$ cat src/rtl/mcar_pkg.sv
// Constants shared by the master configuration and activity register bank.
// Assumes an 8-bit microprocessor bus with 12 address bits.
package mcar_pkg;
  localparam int ADDR_W = 12;
  localparam int DATA_W = 8;
  localparam int J1_OFS_W = 10;
  localparam int SYNC_W = 3 + ADDR_W + DATA_W;

  // Register addresses.
  localparam logic [ADDR_W-1:0] REG_IN_CFG = 12'h000;
  localparam logic [ADDR_W-1:0] REG_OUT_CFG = 12'h001;
  localparam logic [ADDR_W-1:0] REG_ACTIVITY = 12'h002;

  // Reset values and the writable part of the outgoing register.
  localparam logic [DATA_W-1:0] CFG_RESET = 8'h00;
  localparam logic [DATA_W-1:0] OUT_CFG_WMASK = 8'hbf;
  localparam logic [DATA_W-1:0] BYTE_ZERO = 8'h00;

  // Incoming configuration fields.
  localparam int IN_CONCAT = 0;
  localparam int IN_MF_PIN_EN = 1;
  localparam int IN_MF_ON_H4 = 2;
  localparam int IN_ODD_PAR = 3;
  localparam int IN_PAR_FM = 4;
  localparam int IN_PAR_PM = 5;
  localparam int IN_LOP_AIS = 6;
  localparam int IN_PAR_IRQ = 7;

  // Outgoing configuration fields.
  localparam int OUT_CONCAT = 0;
  localparam int OUT_FLOAT = 1;
  localparam int OUT_MF_ON_H4 = 2;
  localparam int OUT_ODD_PAR = 3;
  localparam int OUT_V1_IND = 4;
  localparam int OUT_POH_PT = 5;
  localparam int OUT_LOCKED_OFFSET_ZERO = 7;

  // Activity register fields.
  localparam int ACT_SCLK = 0;
  localparam int ACT_RX_FM = 1;
  localparam int ACT_RX_PM = 2;
  localparam int ACT_RX_MF = 3;
  localparam int ACT_RX_DATA = 4;
  localparam int ACT_TX_FM = 5;
  localparam int ACT_TX_PM = 6;
  localparam int ACT_TX_MF = 7;

  // Locked-mode J1 pointer offsets.
  localparam logic [J1_OFS_W-1:0] J1_OFS_AFTER_H3 = 10'h000;
  localparam logic [J1_OFS_W-1:0] J1_OFS_AFTER_C1 = 10'h20a;
endpackage

$ cat src/rtl/mcar_activity.sv
// Sticky activity monitor for the eight watched inputs.
// Assumes the watched inputs are already in the sys_clk domain.
`timescale 1ns/10ps
module mcar_activity (
  input wire logic sys_clk,
  input wire logic reset,
  input wire logic [mcar_pkg::DATA_W-1:0] mon,
  input wire logic [mcar_pkg::DATA_W-1:0] rx_data_bus,
  input wire logic clear,
  output logic [mcar_pkg::DATA_W-1:0] act
);
  import mcar_pkg::*;

  logic [DATA_W-1:0] mon_prev_ff;
  logic [DATA_W-1:0] data_prev_ff;
  logic [DATA_W-1:0] data_seen_ff;
  logic [DATA_W-1:0] nxt_data_seen;
  logic [DATA_W-1:0] data_hits;
  logic [DATA_W-1:0] act_ff;
  logic [DATA_W-1:0] nxt_act;
  logic [DATA_W-1:0] set_vec;

  // Rising edges per watched line; the clock bit sets every cycle it runs.
  genvar g;
  generate
    for (g = 0; g < DATA_W; g++) begin : g_edge
      if (g == ACT_SCLK) begin : g_clk
        assign set_vec[g] = 1'b1;
      end else if (g == ACT_RX_DATA) begin : g_bus
        assign set_vec[g] = &data_hits;
      end else begin : g_pin
        assign set_vec[g] = mon[g] & ~mon_prev_ff[g];
      end
    end
  endgenerate

  // Data bus activity needs a rising edge on all eight lines since the read.
  // A set in the clearing cycle survives, so no edge is lost.
  // all lines seen
  assign data_hits = (clear ? BYTE_ZERO : data_seen_ff) |
                     (rx_data_bus & ~data_prev_ff);

  // Tracking restarts once all eight lines have been seen to rise.
  always_comb begin
    nxt_data_seen = (&data_hits) ? BYTE_ZERO : data_hits;
    nxt_act = (clear ? BYTE_ZERO : act_ff) | set_vec;
  end

  // Register the monitor state.
  always_ff @(posedge sys_clk) begin
    if (reset) begin
      mon_prev_ff <= BYTE_ZERO;
      data_prev_ff <= BYTE_ZERO;
      data_seen_ff <= BYTE_ZERO;
      act_ff <= BYTE_ZERO;
    end else begin
      mon_prev_ff <= mon;
      data_prev_ff <= rx_data_bus;
      data_seen_ff <= nxt_data_seen;
      act_ff <= nxt_act;
    end
  end

  assign act = act_ff;
endmodule // mcar_activity

$ cat src/rtl/mcar_regs.sv
// Master incoming/outgoing configuration and input activity register bank.
// Assumes an asynchronous microprocessor bus (active-low select, read and
// write strobes) whose address and data stay stable around each strobe.
// Behaviour
// - Writes to unused bits do nothing; software writes zero and masks reads.
// - Every writable bit clears to zero on reset.
// - Writes to read-only positions leave operation unchanged.
// - Every writable configuration bit reads back its last written value.
// - Incoming bit 0 high selects AU4, low selects AU3 for receive.
// - Incoming bit 1 picks the marker pin over H4 bytes for multiframes.
// - Incoming bit 2, with bit 1 set, places the marker at H4 or third byte after J1.
// - Incoming parity is checked odd or even per incoming bit 3.
// - Bits 4 and 5 add frame and payload markers to the parity set.
// - Bit 6 inserts AIS on pointer loss, ORed with the tributary enable.
// - Bit 7 lets incoming parity errors drive the active-low interrupt.
// - Outgoing bit 0 high selects AU4, low selects AU3 for transmit.
// - Floating mode holds the locked indicator outputs low.
// - Outgoing marker sets multiframes; bit 2 selects H4 or third byte.
// - Outgoing parity pin makes bus parity even, or odd when bit 3 set.
// - Locked frame indicator marks C1, J1, and V1 when bit 4 is set.
// - Bit 5 copies incoming path overhead, otherwise outgoing overhead is zero.
// - Locked mode places J1 at offset zero or 522 per bit 7.
// - Activity bits set on rising edges and clear on a read; the clock bit sets again every cycle.
// - Writing the activity register ends the interval without touching bits.
// - Data bus activity needs edges on all eight incoming data lines.
`timescale 1ns/10ps
module mcar_regs (
  input wire logic sys_clk,
  input wire logic reset,
  input wire logic cs_n,
  input wire logic rd_n,
  input wire logic wr_n,
  input wire logic [mcar_pkg::ADDR_W-1:0] addr,
  input wire logic [mcar_pkg::DATA_W-1:0] data_in,
  output logic [mcar_pkg::DATA_W-1:0] data_out,
  output logic data_oe,
  input wire logic [mcar_pkg::DATA_W-1:0] rx_data_bus,
  input wire logic rx_parity_pin,
  input wire logic rx_frame_marker,
  input wire logic rx_payload_marker,
  input wire logic rx_multiframe_marker,
  input wire logic tx_frame_marker,
  input wire logic tx_payload_marker,
  input wire logic tx_multiframe_marker,
  input wire logic [mcar_pkg::DATA_W-1:0] tx_byte_in,
  input wire logic tx_c1_slot,
  input wire logic tx_j1_slot,
  input wire logic tx_v1_slot,
  input wire logic tx_payload_slot,
  input wire logic tx_poh_slot,
  input wire logic [mcar_pkg::DATA_W-1:0] rx_poh_byte,
  input wire logic trib_lop_ais_enable,
  output logic [mcar_pkg::DATA_W-1:0] tx_data_bus,
  output logic tx_parity_pin,
  output logic locked_frame_indicator,
  output logic locked_payload_indicator,
  output logic interrupt_out_n,
  output logic rx_parity_err,
  output logic accum_transfer,
  output logic rx_concat_au4,
  output logic rx_multiframe_pin_enable,
  output logic rx_marker_on_h4,
  output logic ais_on_pointer_loss,
  output logic tx_concat_au4,
  output logic tx_floating_mode,
  output logic tx_marker_on_h4,
  output logic path_overhead_passthrough,
  output logic [mcar_pkg::J1_OFS_W-1:0] locked_j1_offset
);
  import mcar_pkg::*;

  // True when a bus address selects the bank register at the given offset.
  function automatic logic hit(input logic [ADDR_W-1:0] a,
                               input logic [ADDR_W-1:0] off);
    hit = (a == off);
  endfunction

  logic [SYNC_W-1:0] bus_s1_ff;
  logic [SYNC_W-1:0] bus_s2_ff;
  logic s_cs_n;
  logic s_rd_n;
  logic s_wr_n;
  logic [ADDR_W-1:0] s_addr;
  logic [DATA_W-1:0] s_data;
  logic rd_act;
  logic wr_act;
  logic rd_act_ff;
  logic wr_act_ff;
  logic [ADDR_W-1:0] rd_addr_ff;
  logic rd_start;
  logic rd_end;
  logic wr_commit;
  logic mapped;
  logic [DATA_W-1:0] in_cfg_ff;
  logic [DATA_W-1:0] nxt_in_cfg;
  logic [DATA_W-1:0] out_cfg_ff;
  logic [DATA_W-1:0] nxt_out_cfg;
  logic [DATA_W-1:0] rdata_ff;
  logic [DATA_W-1:0] nxt_rdata;
  logic data_oe_ff;
  logic accum_ff;
  logic act_clear;
  logic [DATA_W-1:0] act_bits;
  logic [DATA_W-1:0] mon_vec;
  logic par_bad;
  logic par_err_ff;
  logic irq_n_ff;
  logic [DATA_W-1:0] tx_sel;
  logic [DATA_W-1:0] tx_data_ff;
  logic tx_par_ff;
  logic lfi_ff;
  logic lpi_ff;
  logic nxt_lfi;
  logic nxt_lpi;

  // Two-stage synchroniser for every bus pin; only stage two is read.
  always_ff @(posedge sys_clk) begin
    if (reset) begin
      bus_s1_ff <= {3'h7, {ADDR_W{1'b0}}, BYTE_ZERO};
      bus_s2_ff <= {3'h7, {ADDR_W{1'b0}}, BYTE_ZERO};
    end else begin
      bus_s1_ff <= {cs_n, rd_n, wr_n, addr, data_in};
      bus_s2_ff <= bus_s1_ff;
    end
  end

  // Strobe decoding and edge detection on the synchronised pins.
  assign {s_cs_n, s_rd_n, s_wr_n, s_addr, s_data} = bus_s2_ff;
  assign rd_act = ~s_cs_n & ~s_rd_n;
  assign wr_act = ~s_cs_n & ~s_wr_n;
  assign rd_start = rd_act & ~rd_act_ff;
  assign rd_end = ~rd_act & rd_act_ff;
  assign wr_commit = ~wr_act & wr_act_ff;
  assign mapped = hit(s_addr, REG_IN_CFG) | hit(s_addr, REG_OUT_CFG) |
                  hit(s_addr, REG_ACTIVITY);
  assign act_clear = rd_end & hit(rd_addr_ff, REG_ACTIVITY);

  // Configuration writes commit on the trailing edge of the write strobe.
  always_comb begin
    nxt_in_cfg = in_cfg_ff;
    nxt_out_cfg = out_cfg_ff;
    if (wr_commit && hit(s_addr, REG_IN_CFG)) begin
      nxt_in_cfg = s_data;
    end
    if (wr_commit && hit(s_addr, REG_OUT_CFG)) begin
      nxt_out_cfg = s_data & OUT_CFG_WMASK;
    end
  end

  // Read data is captured once at the start of the read strobe.
  always_comb begin
    nxt_rdata = rdata_ff;
    if (rd_start) begin
      if (hit(s_addr, REG_IN_CFG)) begin
        nxt_rdata = in_cfg_ff;
      end else if (hit(s_addr, REG_OUT_CFG)) begin
        nxt_rdata = out_cfg_ff;
      end else if (hit(s_addr, REG_ACTIVITY)) begin
        nxt_rdata = act_bits;
      end else begin
        nxt_rdata = BYTE_ZERO;
      end
    end
  end

  // Register bank state; reset clears every writable bit.
  always_ff @(posedge sys_clk) begin
    if (reset) begin
      in_cfg_ff <= CFG_RESET;
      out_cfg_ff <= CFG_RESET;
      rdata_ff <= BYTE_ZERO;
      rd_act_ff <= 1'b0;
      wr_act_ff <= 1'b0;
      rd_addr_ff <= {ADDR_W{1'b0}};
      data_oe_ff <= 1'b0;
      accum_ff <= 1'b0;
    end else begin
      in_cfg_ff <= nxt_in_cfg;
      out_cfg_ff <= nxt_out_cfg;
      rdata_ff <= nxt_rdata;
      rd_act_ff <= rd_act;
      wr_act_ff <= wr_act;
      rd_addr_ff <= rd_start ? s_addr : rd_addr_ff;
      data_oe_ff <= rd_act & mapped;
      accum_ff <= wr_commit & hit(s_addr, REG_ACTIVITY);
    end
  end

  // Activity monitors on the watched inputs.
  assign mon_vec = {tx_multiframe_marker, tx_payload_marker,
                    tx_frame_marker, 1'b0, rx_multiframe_marker,
                    rx_payload_marker, rx_frame_marker, 1'b0};

  mcar_activity u_activity (
    .sys_clk(sys_clk),
    .reset(reset),
    .mon(mon_vec),
    .rx_data_bus(rx_data_bus),
    .clear(act_clear),
    .act(act_bits)
  );

  // Incoming parity over data, parity pin and the selected markers.
  // odd or even check
  assign par_bad = (^{rx_data_bus, rx_parity_pin,
                      rx_frame_marker & in_cfg_ff[IN_PAR_FM],
                      rx_payload_marker & in_cfg_ff[IN_PAR_PM]})
                   != in_cfg_ff[IN_ODD_PAR];

  // Parity error pulse and gated active-low interrupt, every clock.
  always_ff @(posedge sys_clk) begin
    if (reset) begin
      par_err_ff <= 1'b0;
      irq_n_ff <= 1'b1;
    end else begin
      par_err_ff <= par_bad;
      irq_n_ff <= ~(par_bad & in_cfg_ff[IN_PAR_IRQ]);
    end
  end

  // Outgoing byte: path overhead slots are zeroed or passed through.
  always_comb begin
    tx_sel = tx_byte_in;
    if (tx_poh_slot) begin
      tx_sel = out_cfg_ff[OUT_POH_PT] ? rx_poh_byte : BYTE_ZERO;
    end
    nxt_lfi = ~out_cfg_ff[OUT_FLOAT] & (tx_c1_slot | tx_j1_slot |
              (tx_v1_slot & out_cfg_ff[OUT_V1_IND]));
    nxt_lpi = ~out_cfg_ff[OUT_FLOAT] & tx_payload_slot;
  end

  // Output byte, its parity and the locked indicators.
  always_ff @(posedge sys_clk) begin
    if (reset) begin
      tx_data_ff <= BYTE_ZERO;
      tx_par_ff <= 1'b0;
      lfi_ff <= 1'b0;
      lpi_ff <= 1'b0;
    end else begin
      tx_data_ff <= tx_sel;
      tx_par_ff <= ^tx_sel ^ out_cfg_ff[OUT_ODD_PAR];
      lfi_ff <= nxt_lfi;
      lpi_ff <= nxt_lpi;
    end
  end

  // Processor bus, interrupt, datapath and mode outputs.
  assign data_out = rdata_ff;
  assign data_oe = data_oe_ff;
  assign tx_data_bus = tx_data_ff;
  assign tx_parity_pin = tx_par_ff;
  assign locked_frame_indicator = lfi_ff;
  assign locked_payload_indicator = lpi_ff;
  assign interrupt_out_n = irq_n_ff;
  assign rx_parity_err = par_err_ff;
  assign accum_transfer = accum_ff;
  assign rx_concat_au4 = in_cfg_ff[IN_CONCAT];
  assign rx_multiframe_pin_enable = in_cfg_ff[IN_MF_PIN_EN];
  assign rx_marker_on_h4 = in_cfg_ff[IN_MF_ON_H4] & in_cfg_ff[IN_MF_PIN_EN];
  assign ais_on_pointer_loss = in_cfg_ff[IN_LOP_AIS] | trib_lop_ais_enable;
  assign tx_concat_au4 = out_cfg_ff[OUT_CONCAT];
  assign tx_floating_mode = out_cfg_ff[OUT_FLOAT];
  assign tx_marker_on_h4 = out_cfg_ff[OUT_MF_ON_H4];
  assign path_overhead_passthrough = out_cfg_ff[OUT_POH_PT];
  assign locked_j1_offset = out_cfg_ff[OUT_LOCKED_OFFSET_ZERO] ? J1_OFS_AFTER_H3 :
                            J1_OFS_AFTER_C1;
endmodule // mcar_regs

$ cat config.mk
export PLATFORM = sky130hd
export DESIGN_NAME = mcar_regs
export DESIGN_NICKNAME = d
export VERILOG_FILES = /design/src/rtl/mcar_pkg.sv /design/src/rtl/mcar_activity.sv /design/src/rtl/mcar_regs.sv
export SDC_FILE = /design/constraint.sdc
export NUM_CORES = 1
export LEC_CHECK = 0
export ABC_AREA = 1
export BUFFER_PORTS_ARGS = -buffer_cell sky130_fd_sc_hd__buf_2
export CORE_MARGIN = 3
export CORE_UTILIZATION = 27
export DETAILED_ROUTE_END_ITERATION = 10
export PLACE_DENSITY_LB_ADDON = 0.25
export SLEW_MARGIN = 20
export SYNTH_ARGS = -nofsm -noshare
export SYNTH_HDL_FRONTEND = slang
export SYNTH_SLANG_ARGS = --single-unit
$ cat constraint.sdc
create_clock -name sys_clk -period 4.1 [get_ports sys_clk]
set_clock_uncertainty 0.15 [all_clocks]
set_input_delay 0.615 -clock sys_clk [delete_from_list [all_inputs] [get_ports sys_clk]]
set_output_delay 0.615 -clock sys_clk [all_outputs]
set_load 0.1 [all_outputs]
==> impl_metrics.ini <==
[drt]
wire_per_inst_um = 10.9
drt-total-wl_mm = 10.6
drtAntennaViolNets = 0
dr_wl_met2_mm = 4.97
drc_errors = 0
wl_met3_um = 536
wl_met1_mm = 4.98
vias_per_cell = 4.05
first_iter_violations = 155
drt_first_pass_iters = 4
routed.top_layer = met4
vias = 3925

[timing]
fin_tns_setup_ns = 0
setup_viol = 0
worstMarginPinSlew_ns = 0.872
fin_crit_ns = 2.30
slew_headroom_pct = 41.5
period_share_pct = 56.2
hold_viol_final = 0
grt_setup_unrepaired = false
setup_ws_ns = 1.80
slew_violations = 0
holdWs_ns = 0.233
fmax_ghz = 0.434

[worst_hold_path]
hp-class = in -> reg

[clocking]
max-clock-path-buffers = 2
cts_setup_buffers = 0
cts_num_sinks = 128
clk_pin_slew_ns = 0.06
cts_made_buffers = 17
cts_max_level = 4
cts-root-buf = clkbuf_16
cts_tree = done
postCtsHoldBufs = 0
worstSkewPairLatency_ns = 0.41
cts_resized = 0

[die]
dieArea_um2 = 19400
die_x_um = 139
rows = 48
core_area_um2 = 17400
start_util_pct = 27.7
num_io_pins = 103
die_y_um = 139

[grt]
antenna_found_initial = 0
grt.total_usage_pct = 11.5
grt_pass1_vias = 3631
grt_first_pass_wirelength_mm = 17.6
overflow = 0
grt_max_degree = 83

[yosys]
synth_area_um2 = 4810
yosysTopAreaCellShare_pct = 53.3
avgSynthCellArea_um2 = 7.51
ys_types = 30
ys_seq_area_share_pct = 53.3
ys_top_cells_by_area = dfxtp_1 53%, nand2_1 9.4%, nor2_1 9.0%
synth_cells = 640
yosysWarningCount = 0
yosysTopAreaCell = dfxtp_1
synth-seq-cells = 128

[pwr]
intPower_mw = 2.36
p_seq_share_pct = 41.6
clkPwrFrac_pct = 49.4
switching_share_pct = 25.3
power_leakage_nw = 3.06
peakVddDrop_mv = 0.336
power_frac_comb_pct = 9.0
p_total_mw = 3.15
cellPowerDensity_nw_per_um2 = 520
p_sw_mw = 0.799

[setup_path]
path_cells = buf_2
cpPeakStageDelay_ns = 0.61
slowest_stage = dfxtp_1
endpoint_kind = output pin
path_buf_inv = 1
crit_fanout = 11
arrival_ns = 1.54
start_kind = flip-flop
crit_family = flip-flops
crit_type = reg -> out
worst-endpoint-required_ns = 3.34

[placed_design]
dp_slack_ns = 1.65
gp_congestion = 0.727
io_buffers = 95
place_area_um2 = 5450
place_hpwl_mm = 7.43
dp.cells = 938

[cells_and_area]
instances_no_fill = 970
ff_latch_area_um2 = 2560
nFillCells = 1875
stdcell_area_um2 = 6060
syn_to_final_growth_pct = 26.2
post_route_cells_drive_above_1_share_pct = 20.3
utilization_pct = 34.9
antenna_cells = 0
multi_input_area_um2 = 1700
nNetsFinal = 794

[status]
status = complete, no violations

[job]
drv_cap = 0
[cell type report]
| cell class | instances | share of cell area, % |
|---|---|---|
| Clock buffer | 18 | 7.24 |
| Clock inverter | 14 | 2.93 |
| Inverter | 108 | 6.68 |
| Multi-Input combinational cell | 379 | 28.0 |
| Sequential cell | 128 | 42.3 |
| Tap cell | 225 | 4.64 |
| Timing Repair Buffer | 98 | 8.21 |
[kinds of logic after synthesis]
| group | Yosys count | share of synthesized area (%) |
|---|---|---|
| and+or+nand+nor | 293 | 25.6 |
| buffers and inverters | 139 | 11.8 |
| DFF | 128 | 53.3 |
| AOI/OAI and AO/OA | 76 | 8.64 |
| xor gates and xnor gates | 3 | 0.547 |
| other | 1 | 0.0780 |
[flip-flops by register name (all words and copies together), names as in the netlist]
signal / count
accum_transfer: 1
bus_s1_ff: 23
bus_s2_ff: 23
data_oe: 1
data_out: 8
in_cfg_ff: 8
interrupt_out_n: 1
locked_frame_indicator: 1
locked_payload_indicator: 1
out_cfg_ff: 7
rd_act_ff: 1
rd_addr_ff: 12
rx_parity_err: 1
tx_data_bus: 8
tx_parity_pin: 1
u_activity.act: 8
u_activity.data_prev_ff: 8
u_activity.data_seen_ff: 8
u_activity.mon_prev_ff: 6
wr_act_ff: 1
[worst paths after layout]
path,startpoint,to,slack [ns],cells past startpoint
hold reg to reg,bus_s1_ff[0]$_SDFF_PP0_,bus_s2_ff[0]$_SDFF_PP0_,0.25,2
setup reg to reg,bus_s2_ff[10]$_SDFF_PP0_,in_cfg_ff[3]$_SDFFE_PP0P_,2.07,7
hold / removal,rd_n,bus_s1_ff[21]$_SDFF_PP1_,0.23,2
setup / recovery,out_cfg_ff[5]$_SDFFE_PP0P_,path_overhead_passthrough,1.80,1
[placed cells by master (no fill, tap or decap), types with 2 or more instances in the layout]
cell type	count
a21oi_1	18
a31oi_1	7
buf_2	95
buf_4	3
bufinv_16	3
clkbuf_16	17
clkinv_1	2
clkinvlp_4	4
conb_1	7
dfxtp_1	128
inv_1	106
inv_6	5
nand2_1	120
nand3_1	30
nor2_1	115
nor3_1	6
o211ai_1	2
o21ai_0	39
o21ai_1	2
o31ai_1	6
or2_2	15
xnor2_1	2
[synthesized netlist by cell type (all sizes together)]
cell type,instances
a211oi,1
or2,16
o21ai,42
o31ai,6
clkinv,2
o211ai,2
a21oi,18
nand3,30
xnor2,2
nand4,1
inv,106
nand3b,2
buf,13
nor3,7
dfxtp,128
conb,1
nor2,115
clkbuf,18
nand2,122
xor2,1
a31oi,7
[power by group through the flow]
stage	Sequential, mW	Combinational (mW)	Clock (mW)
floorplan	1.39	0.163	0
global placement	1.34	0.287	0
detailed placement	1.34	0.289	0
CTS	1.31	0.290	1.60
global route	1.32	0.319	1.66
finish	1.31	0.285	1.56
[layer usage]
metal	track usage (%)	up-vias
met5	0	-
met4	4.02	0
met3	4.36	6
met2	18.7	70
met1	13.9	1726
li1	-	2123
Note: power is estimated with default switching activity, not from simulation.
